## config.mk

```make
export PLATFORM = sky130hd
export DESIGN_NAME = dog_regs
export DESIGN_NICKNAME = d
export VERILOG_FILES = /design/src/include/dog_pkg.sv /design/src/rtl/dog_regs.sv
export VERILOG_INCLUDE_DIRS = /design/src /design/src/include
export SDC_FILE = /design/constraint.sdc
export NUM_CORES = 1
export LEC_CHECK = 0
export BUFFER_PORTS_ARGS = -buffer_cell sky130_fd_sc_hd__buf_2
export CAP_MARGIN = 20
export CELL_PAD_IN_SITES_DETAIL_PLACEMENT = 0
export CELL_PAD_IN_SITES_GLOBAL_PLACEMENT = 1
export CORE_ASPECT_RATIO = 0.75
export CORE_UTILIZATION = 50
export DETAILED_ROUTE_END_ITERATION = 16
export PLACE_DENSITY = 0.86
export SKIP_LAST_GASP = 1
export SYNTH_ARGS = -nofsm -noshare
export SYNTH_HDL_FRONTEND = slang
export SYNTH_SLANG_ARGS = --single-unit
export TNS_END_PERCENT = 30
```

## constraint.sdc

```tcl
create_clock -name mclk -period 10.95 [get_ports mclk]
set_clock_uncertainty 0.1 [all_clocks]
set_input_delay 0.5475 -clock mclk [delete_from_list [all_inputs] [get_ports mclk]]
set_output_delay 0.5475 -clock mclk [all_outputs]
set_load 0.005 [all_outputs]
```

## src/include/dog_map.svh

```systemverilog
// Register offsets, field positions, reset values and frame counts of the guard block.
`ifndef DOG_MAP_SVH
`define DOG_MAP_SVH

// Register offsets on the serial configuration port.
`define DOG_ADDR_GUARD_CTRL 15'h012c
`define DOG_ADDR_THERMAL_CTRL 15'h012f
`define DOG_ADDR_THERMAL_LOW 15'h0132
`define DOG_ADDR_THERMAL_HIGH 15'h0133
`define DOG_ADDR_THERMAL_REFRESH 15'h0134
`define DOG_ADDR_BIAS_CTRL 15'h0135
`define DOG_ADDR_I_WHOLE_LOW 15'h0136
`define DOG_ADDR_I_WHOLE_HIGH 15'h0137
`define DOG_ADDR_Q_WHOLE_LOW 15'h0138
`define DOG_ADDR_Q_WHOLE_HIGH 15'h0139
`define DOG_ADDR_I_FRACTION 15'h013a
`define DOG_ADDR_Q_FRACTION 15'h013b
`define DOG_ADDR_I_GAIN_LOW 15'h013c
`define DOG_ADDR_I_GAIN_HIGH 15'h013d

// Field positions.
`define DOG_BIT_PROTECT 7
`define DOG_BIT_POWER_GUARD 0
`define DOG_BIT_SENSOR_EN 0
`define DOG_BIT_REFRESH 0
`define DOG_BIT_BIAS_EN 0
`define DOG_AUX_MSB 6
`define DOG_AUX_LSB 4
`define DOG_FRAC_MSB 4
`define DOG_GAIN_HI_MSB 3

// Reset values.
`define DOG_RST_PROTECT 1'h1
`define DOG_RST_POWER_GUARD 1'h1
`define DOG_RST_AUX_CURRENT 3'h2
`define DOG_RST_GAIN 12'h0800
`define DOG_RST_BYTE 8'h00
`define DOG_RST_CODE 16'h0000

// Serial frame: 16 command bits, then 8 data bits.
`define DOG_CMD_LAST 5'h0f
`define DOG_DATA_FIRST 5'h10
`define DOG_DATA_LAST 5'h17
`define DOG_CNT_ONE 5'h01

`endif

```

## src/include/dog_pkg.sv

```systemverilog
// Types shared by the guard and offset register block.
package dog_pkg;

	// Serial port frame phases, one-hot.
	typedef enum logic [3:0] {
		DOG_IDLE = 4'b0001,
		DOG_CMD = 4'b0010,
		DOG_DATA = 4'b0100,
		DOG_DONE = 4'b1000
	} dog_phase_e;

	typedef logic signed [15:0] dog_sample_t;

endpackage

```

## src/rtl/dog_regs.sv

```systemverilog
// Output guard, die temperature readback, DC offset and I gain registers with their datapath.
`timescale 1ns/1ps
`include "dog_map.svh"
module dog_regs (
	input wire logic mclk,
	input wire logic rst_b,
	input wire logic spi_sclk,
	input wire logic spi_cs_b,
	input wire logic spi_sdi,
	output logic spi_sdo,
	output logic spi_sdo_oe,
	input wire logic error_event,
	input wire logic power_over,
	input wire logic output_restart,
	output logic output_off,
	output logic temp_sensor_on,
	input wire logic [15:0] temp_code_in,
	output logic [2:0] aux_converter_current,
	input wire logic [15:0] i_sample,
	input wire logic [15:0] q_sample,
	input wire logic sample_valid,
	output logic [15:0] i_out,
	output logic [15:0] q_out,
	output logic out_valid
);

	// ==========================================================
	// Pin synchronisers
	// ==========================================================
	// Bit 0 is the serial clock, bit 1 the select, bit 2 the data in.
	logic [2:0] pin_s1;
	logic [2:0] pin_s2;
	logic [2:0] pin_s3;
	logic [2:0] pin_f;
	logic sclk_prev;
	logic sclk_rise;
	logic sclk_fall;
	logic cs_on;

	// Three stages; a level counts only once the last two agree, which rejects one-cycle glitches.
	always_ff @(posedge mclk or negedge rst_b) begin
		if (!rst_b) begin
			pin_s1 <= 3'h2;
			pin_s2 <= 3'h2;
			pin_s3 <= 3'h2;
			pin_f <= 3'h2;
			sclk_prev <= 1'b0;
		end else begin
			pin_s1 <= {spi_sdi, spi_cs_b, spi_sclk};
			pin_s2 <= pin_s1;
			pin_s3 <= pin_s2;
			pin_f <= (~(pin_s2 ^ pin_s3) & pin_s3) | ((pin_s2 ^ pin_s3) & pin_f);
			sclk_prev <= pin_f[0];
		end
	end

	assign sclk_rise = pin_f[0] & ~sclk_prev;
	assign sclk_fall = ~pin_f[0] & sclk_prev;
	assign cs_on = ~pin_f[1];

	// ==========================================================
	// Serial frame engine
	// ==========================================================
	dog_pkg::dog_phase_e phase;
	logic [4:0] bit_cnt;
	logic [15:0] cmd_shift;
	logic [6:0] wr_shift;
	logic [7:0] rd_shift;
	logic wr_stb;
	logic [14:0] wr_addr;
	logic [7:0] wr_byte;
	logic [7:0] rd_data;
	logic is_read;

	assign is_read = cmd_shift[15];

	// Mode 0 framing: data in is taken on the rising serial clock, one byte per select.
	always_ff @(posedge mclk or negedge rst_b) begin
		if (!rst_b) begin
			phase <= dog_pkg::DOG_IDLE;
			bit_cnt <= 5'h00;
			cmd_shift <= 16'h0000;
			wr_shift <= 7'h00;
			wr_stb <= 1'b0;
			wr_addr <= 15'h0000;
			wr_byte <= `DOG_RST_BYTE;
		end else begin
			wr_stb <= 1'b0;
			if (!cs_on) begin
				phase <= dog_pkg::DOG_IDLE;
				bit_cnt <= 5'h00;
			end else begin
				case (phase)
					dog_pkg::DOG_IDLE: begin
						phase <= dog_pkg::DOG_CMD;
						bit_cnt <= 5'h00;
					end
					dog_pkg::DOG_CMD: begin
						if (sclk_rise) begin
							cmd_shift <= {cmd_shift[14:0], pin_f[2]};
							bit_cnt <= bit_cnt + `DOG_CNT_ONE;
							if (bit_cnt == `DOG_CMD_LAST) begin
								phase <= dog_pkg::DOG_DATA;
							end
						end
					end
					dog_pkg::DOG_DATA: begin
						if (sclk_rise) begin
							wr_shift <= {wr_shift[5:0], pin_f[2]};
							bit_cnt <= bit_cnt + `DOG_CNT_ONE;
							if (bit_cnt == `DOG_DATA_LAST) begin
								phase <= dog_pkg::DOG_DONE;
								wr_stb <= ~is_read;
								wr_addr <= cmd_shift[14:0];
								wr_byte <= {wr_shift, pin_f[2]};
							end
						end
					end
					dog_pkg::DOG_DONE: begin
						phase <= dog_pkg::DOG_DONE;
					end
					default: begin
						phase <= dog_pkg::DOG_IDLE;
					end
				endcase
			end
		end
	end

	// Read data leaves on falling edges; the last bit stands until the fall after the last rise.
	always_ff @(posedge mclk or negedge rst_b) begin
		if (!rst_b) begin
			rd_shift <= 8'h00;
			spi_sdo <= 1'b0;
			spi_sdo_oe <= 1'b0;
		end else if (!cs_on || !is_read || (sclk_fall && phase == dog_pkg::DOG_DONE)
			|| phase == dog_pkg::DOG_IDLE || phase == dog_pkg::DOG_CMD) begin
			spi_sdo_oe <= 1'b0;
			spi_sdo <= 1'b0;
		end else if (sclk_fall && phase == dog_pkg::DOG_DATA) begin
			spi_sdo_oe <= 1'b1;
			if (bit_cnt == `DOG_DATA_FIRST) begin
				rd_shift <= {rd_data[6:0], 1'b0};
				spi_sdo <= rd_data[7];
			end else begin
				rd_shift <= {rd_shift[6:0], 1'b0};
				spi_sdo <= rd_shift[7];
			end
		end
	end

	// ==========================================================
	// Register file
	// ==========================================================
	logic protect_mode;
	logic power_guard_shutdown;
	logic sensor_enable;
	logic refresh_bit;
	logic refresh_prev;
	logic bias_offset_enable;
	logic [15:0] temp_code;
	logic [15:0] i_bias_whole;
	logic [15:0] q_bias_whole;
	logic [4:0] i_bias_fraction;
	logic [4:0] q_bias_fraction;
	logic [11:0] i_path_gain;

	// Control writes; unmapped offsets are ignored and reserved bits are not stored.
	always_ff @(posedge mclk or negedge rst_b) begin
		if (!rst_b) begin
			protect_mode <= `DOG_RST_PROTECT;
			power_guard_shutdown <= `DOG_RST_POWER_GUARD;
			sensor_enable <= 1'b0;
			aux_converter_current <= `DOG_RST_AUX_CURRENT;
			refresh_bit <= 1'b0;
			bias_offset_enable <= 1'b0;
			i_bias_whole <= 16'h0000;
			q_bias_whole <= 16'h0000;
			i_bias_fraction <= 5'h00;
			q_bias_fraction <= 5'h00;
			i_path_gain <= `DOG_RST_GAIN;
		end else if (wr_stb) begin
			if (wr_addr == `DOG_ADDR_GUARD_CTRL) begin
				protect_mode <= wr_byte[`DOG_BIT_PROTECT];
				power_guard_shutdown <= wr_byte[`DOG_BIT_POWER_GUARD];
			end else if (wr_addr == `DOG_ADDR_THERMAL_CTRL) begin
				sensor_enable <= wr_byte[`DOG_BIT_SENSOR_EN];
				aux_converter_current <= wr_byte[`DOG_AUX_MSB:`DOG_AUX_LSB];
			end else if (wr_addr == `DOG_ADDR_THERMAL_REFRESH) begin
				refresh_bit <= wr_byte[`DOG_BIT_REFRESH];
			end else if (wr_addr == `DOG_ADDR_BIAS_CTRL) begin
				bias_offset_enable <= wr_byte[`DOG_BIT_BIAS_EN];
			end else if (wr_addr == `DOG_ADDR_I_WHOLE_LOW) begin
				i_bias_whole[7:0] <= wr_byte;
			end else if (wr_addr == `DOG_ADDR_I_WHOLE_HIGH) begin
				i_bias_whole[15:8] <= wr_byte;
			end else if (wr_addr == `DOG_ADDR_Q_WHOLE_LOW) begin
				q_bias_whole[7:0] <= wr_byte;
			end else if (wr_addr == `DOG_ADDR_Q_WHOLE_HIGH) begin
				q_bias_whole[15:8] <= wr_byte;
			end else if (wr_addr == `DOG_ADDR_I_FRACTION) begin
				i_bias_fraction <= wr_byte[`DOG_FRAC_MSB:0];
			end else if (wr_addr == `DOG_ADDR_Q_FRACTION) begin
				q_bias_fraction <= wr_byte[`DOG_FRAC_MSB:0];
			end else if (wr_addr == `DOG_ADDR_I_GAIN_LOW) begin
				i_path_gain[7:0] <= wr_byte;
			end else if (wr_addr == `DOG_ADDR_I_GAIN_HIGH) begin
				i_path_gain[11:8] <= wr_byte[`DOG_GAIN_HI_MSB:0];
			end
		end
	end

	// Readback mux; unmapped offsets and reserved bits read as zero.
	always_comb begin
		rd_data = 8'h00;
		if (cmd_shift[14:0] == `DOG_ADDR_GUARD_CTRL) begin
			rd_data[`DOG_BIT_PROTECT] = protect_mode;
			rd_data[`DOG_BIT_POWER_GUARD] = power_guard_shutdown;
		end else if (cmd_shift[14:0] == `DOG_ADDR_THERMAL_CTRL) begin
			rd_data[`DOG_AUX_MSB:`DOG_AUX_LSB] = aux_converter_current;
			rd_data[`DOG_BIT_SENSOR_EN] = sensor_enable;
		end else if (cmd_shift[14:0] == `DOG_ADDR_THERMAL_LOW) begin
			rd_data = temp_code[7:0];
		end else if (cmd_shift[14:0] == `DOG_ADDR_THERMAL_HIGH) begin
			rd_data = temp_code[15:8];
		end else if (cmd_shift[14:0] == `DOG_ADDR_THERMAL_REFRESH) begin
			rd_data[`DOG_BIT_REFRESH] = refresh_bit;
		end else if (cmd_shift[14:0] == `DOG_ADDR_BIAS_CTRL) begin
			rd_data[`DOG_BIT_BIAS_EN] = bias_offset_enable;
		end else if (cmd_shift[14:0] == `DOG_ADDR_I_WHOLE_LOW) begin
			rd_data = i_bias_whole[7:0];
		end else if (cmd_shift[14:0] == `DOG_ADDR_I_WHOLE_HIGH) begin
			rd_data = i_bias_whole[15:8];
		end else if (cmd_shift[14:0] == `DOG_ADDR_Q_WHOLE_LOW) begin
			rd_data = q_bias_whole[7:0];
		end else if (cmd_shift[14:0] == `DOG_ADDR_Q_WHOLE_HIGH) begin
			rd_data = q_bias_whole[15:8];
		end else if (cmd_shift[14:0] == `DOG_ADDR_I_FRACTION) begin
			rd_data[`DOG_FRAC_MSB:0] = i_bias_fraction;
		end else if (cmd_shift[14:0] == `DOG_ADDR_Q_FRACTION) begin
			rd_data[`DOG_FRAC_MSB:0] = q_bias_fraction;
		end else if (cmd_shift[14:0] == `DOG_ADDR_I_GAIN_LOW) begin
			rd_data = i_path_gain[7:0];
		end else if (cmd_shift[14:0] == `DOG_ADDR_I_GAIN_HIGH) begin
			rd_data[`DOG_GAIN_HI_MSB:0] = i_path_gain[11:8];
		end
	end

	// ==========================================================
	// Temperature sensor control
	// ==========================================================
	// Only the edge of the refresh bit captures; holding it at one does nothing further.
	always_ff @(posedge mclk or negedge rst_b) begin
		if (!rst_b) begin
			refresh_prev <= 1'b0;
			temp_code <= `DOG_RST_CODE;
			temp_sensor_on <= 1'b0;
		end else begin
			refresh_prev <= refresh_bit;
			temp_sensor_on <= sensor_enable;
			if (refresh_bit && !refresh_prev && sensor_enable) begin
				temp_code <= temp_code_in;
			end
		end
	end

	// ==========================================================
	// Output guard
	// ==========================================================
	logic guard_trip;

	assign guard_trip = protect_mode & (error_event | (power_guard_shutdown & power_over));

	// The shutdown holds until restarted; a trip in the restart cycle still wins.
	always_ff @(posedge mclk or negedge rst_b) begin
		if (!rst_b) begin
			output_off <= 1'b0;
		end else if (guard_trip) begin
			output_off <= 1'b1;
		end else if (output_restart) begin
			output_off <= 1'b0;
		end
	end

	// ==========================================================
	// Sample datapath
	// ==========================================================
	// Saturates a value carrying four fraction bits to the signed sample range, flooring.
	function automatic dog_pkg::dog_sample_t dog_sat(input logic signed [22:0] v);
		logic signed [18:0] whole;
		whole = v[22:4];
		if (whole > 19'sh07fff) begin
			dog_sat = 16'sh7fff;
		end else if (whole < -19'sh08000) begin
			dog_sat = 16'sh8000;
		end else begin
			dog_sat = whole[15:0];
		end
	endfunction

	logic signed [28:0] i_prod;
	logic signed [21:0] i_scaled;
	logic signed [21:0] q_scaled;
	logic signed [21:0] i_bias;
	logic signed [21:0] q_bias;
	logic signed [22:0] i_sum;
	logic signed [22:0] q_sum;

	assign i_prod = 29'($signed(i_sample)) * 29'($signed({1'b0, i_path_gain}));
	assign i_scaled = i_prod[28:7];
	assign q_scaled = {{2{q_sample[15]}}, q_sample, 4'h0};

	assign i_bias = bias_offset_enable ?
		({{2{i_bias_whole[15]}}, i_bias_whole, 4'h0} + {{17{i_bias_fraction[4]}}, i_bias_fraction})
		: 22'sh00_0000;
	assign q_bias = bias_offset_enable ?
		({{2{q_bias_whole[15]}}, q_bias_whole, 4'h0} + {{17{q_bias_fraction[4]}}, q_bias_fraction})
		: 22'sh00_0000;
	assign i_sum = {i_scaled[21], i_scaled} + {i_bias[21], i_bias};
	assign q_sum = {q_scaled[21], q_scaled} + {q_bias[21], q_bias};

	// Gain first, then offset; one register stage keeps the outputs straight from flops.
	always_ff @(posedge mclk or negedge rst_b) begin
		if (!rst_b) begin
			i_out <= 16'h0000;
			q_out <= 16'h0000;
			out_valid <= 1'b0;
		end else begin
			out_valid <= sample_valid;
			if (sample_valid) begin
				i_out <= dog_sat(i_sum);
				q_out <= dog_sat(q_sum);
			end
		end
	end

endmodule // dog_regs

```

==> flow_summary.yaml <==
run_status:
  status: "finished, final reports clean"
logic_synthesis:
  synthFlopType: "dfrtp_1"
  synth_nets: 2269
  avgSynthCellArea_um2: 9.68
  netlist_area_um2: 18300
  yosysWarnings: 0
  ys_ff_latch: 192
  synth_cell_types: 83
  syn_inst: 1896
  async_flop_share_pct: 100
  synth-edff-count: 0
  ys_seq_area_share_pct: 26.3
cts:
  clk_latency_ps: 460
  post_cts_resized: 0
  cts_tree: "done"
  cts_buffers: 17
  clk_pin_slew_ps: 80
  cts_sinks: 192
  post-cts-setup-buffers: 0
  htree_levels: 4
  cts-root-buf: "clkbuf_16"
  clk_path_buf_depth: 2
  holdBufCountCts: 0
floorplan:
  die_area_um2: 37500
  io_pins: 97
  row_count: 60
  coreArea_um2: 36000
  start_util_pct: 50.9
  die_y_um: 168
  dieWidth_um: 223
sta:
  finalHoldViolations: 0
  period_minus_slack_ps: 8930
  tightest_slew_ps: 1030
  setup_ws_ps: 2020
  setup_tns_ps: 0
  relSlewSlack_pct: 30.7
  timing.final.crit_share_pct: 81.6
  fmax_mhz: 112
  setup_viol: 0
  drv_slew: 0
  rsz0062_at_grt: "no"
route:
  ant_nets: 0
  routed_wl_mm: 44.4
  drc: 0
  drt_iter0_drc: 977
  wl_per_cell_um: 18.3
  vias_per_cell: 5.66
  dr_total_vias: 13800
  first_pass_iters: 5
global_routing:
  use_met3_pct: 5.95
  grt_max_degree: 109
  grt_first_pass_wirelength_mm: 73.6
  grt.busiest_layer: "met1"
  grt_pass1_vias: 13800
  antenna_found_initial: 0
  use_met2_pct: 36.2
  grt_use_met1_pct: 37.5
  gr-total-overflow: 0
  track_usage_pct: 24.8
place:
  dpl.hpwl_mm: 35.3
  placed_area_um2: 19200
  numPortBuffers: 96
  dp.cells: 2397
  dp_slack_ps: 2040
  gp_congestion: 0.892
cells_and_area:
  final_nets: 2325
  register_area_um2: 4820
  multi_input_area_um2: 12300
  final_cell_mix: "259 x inv_1, 183 x dfrtp_1, 180 x fa_1, 163 x nand2_1, 136 x ha_1"
  fin_area_um2: 19900
  layout-drive-gt1-share_pct: 15.1
  finalNonFillerCells: 2431
  num-fill-cells: 3171
  area_growth_pct: 8.31
  fin_util_pct: 55.1
  mostFrequentLayoutCell: "inv_1"
min_path:
  hp-class: "in2async"
worst_setup_path:
  crit_type: "reg2reg"
  crit_required_ps: 11180
  critPathCaptureType: "flop"
  cp_max_fo: 18
  crit_slowest_cell: "dfrtp_1"
  slowest_delay_ps: 600
  crit_arrival_ps: 9160
  cp-start-kind: "flop"
run:
  maxCapViolCount: 0
pwr:
  leakagePower_nw: 10.2
  powerDensity_nw_per_um2: 78.5
  peakVddDrop_uv: 88.4
sequential cells by signal, summed over array words and instances (netlist names), 3 cells and up, named ones only:
signal / flops
bit_cnt: 5
pin_s2: 3
wr_byte: 8
rd_shift: 7
i_bias_whole: 16
q_bias_whole: 16
phase: 4
wr_shift: 7
pin_s1: 3
pin_s3: 3
q_out: 16
i_path_gain: 12
aux_converter_current: 3
temp_code: 16
cmd_shift: 16
i_out: 16
i_bias_fraction: 5
wr_addr: 15
q_bias_fraction: 5
worst paths after layout:
| kind | cells past startpoint | slack [ps] | end | startpoint |
|---|---|---|---|---|
| worst max-delay path | 29 | 2020 | i_out[11] | i_path_gain[3] |
| worst min-delay path | 1 | 80 | i_out[8] | rst_b |
| worst max register to register | 29 | 2020 | i_out[11] | i_path_gain[3] |
| worst min register to register | 0 | 250 | pin_s2[2] | pin_s1[2] |
| max in group asynchronous | 3 | 9380 | async pin | rst_b |
| min in group mclk | 1 | 90 | pin_s1[1] | spi_cs_b |
synth_stat cells, types with 5 or more instances:
library cell / count / share of area [%]
a21oi_1: 86 / 2.3
and2_1: 121 / 4.1
nand3b_1: 8 / 0.33
a221o_1: 13 / 0.71
o21ai_0: 38 / 1.0
a22oi_1: 13 / 0.53
or2_2: 7 / 0.24
a21o_1: 15 / 0.61
inv_1: 259 / 5.3
mux2i_1: 5 / 0.27
ha_1: 136 / 9.3
nand3_1: 44 / 1.2
o21a_1: 9 / 0.37
nand2_1: 163 / 3.3
nand2b_1: 18 / 0.61
clkbuf_1: 65 / 1.3
o31ai_1: 9 / 0.37
a211oi_1: 7 / 0.29
o211ai_1: 6 / 0.25
o22ai_1: 8 / 0.27
fa_1: 180 / 20
nor3_1: 38 / 1.0
xnor2_1: 44 / 2.1
nor4_1: 8 / 0.27
nor2_1: 98 / 2.0
mux2_2: 127 / 7.8
dfstp_2: 9 / 1.3
nand4_1: 15 / 0.51
nor3b_1: 7 / 0.29
dfrtp_1: 183 / 25
or3_1: 10 / 0.34
o21bai_1: 6 / 0.25
a221oi_1: 6 / 0.29
xor2_1: 18 / 0.86
nor2b_1: 14 / 0.48
a31oi_1: 7 / 0.24
and3_1: 12 / 0.41
cell families (layout without fill, tap and decap cells):
kind of cell / after synthesis / in the layout / synth area share, %
AO/OA/AOI/OAI: 275 / 275 / 10.3
XOR/XNOR: 62 / 62 / 2.96
adder cells (fa/ha/maj): 319 / 319 / 29.1
buffers and inverters: 331 / 400 / 6.91
flip-flops: 192 / 192 / 26.3
multiplexers: 134 / 134 / 8.31
other: 0 / 1 / 0
AND/OR/NAND/NOR: 583 / 583 / 16.2
layout make-up:
type,instances,area share [%]
Sequential cell,192,24.2
Inverter,260,4.91
Antenna cell,1,0.0126
Clock buffer,19,2.23
Multi-Input combinational cell,1373,61.7
Timing Repair Buffer,108,3.02
Clock inverter,13,0.957
Tap cell,465,2.93
report_power, final:
group	switching (mW)	leakage, nW	total [mW]	internal, mW
combinational	0.0900	7.34	0.143	0.0528
clock	0.294	0.304	0.669	0.375
sequential	0.0200	2.54	0.749	0.729
layer usage:
metal | part of all wire, % | up-vias
met1 | 49 | 6784
li1 | - | 6484
met2 | 42 | 442
met4 | 1.2 | 0
met3 | 7.8 | 41
met5 | 0 | -
worst max-delay path, delay by kind of cell (launching register included):
| family | cells | cell delay, ps |
|---|---|---|
| adder cells (fa/ha/maj) | 7 | 3160 |
| AND/OR/NAND/NOR | 12 | 3060 |
| AO/OA/AOI/OAI | 4 | 1200 |
| flip-flops | 1 | 600 |
| buffers and inverters | 5 | 360 |
| XOR/XNOR | 1 | 350 |
through the flow:
step | total power [mW] | hold WS (ps)
after floorplan | 0.844 | 152
after global placement | 0.900 | 235
after detailed placement | 0.903 | 236
after CTS | 1.57 | 69.8
after global routing | 1.62 | 65.2
final | 1.56 | 78.1
(Power assumes the default switching activity.)
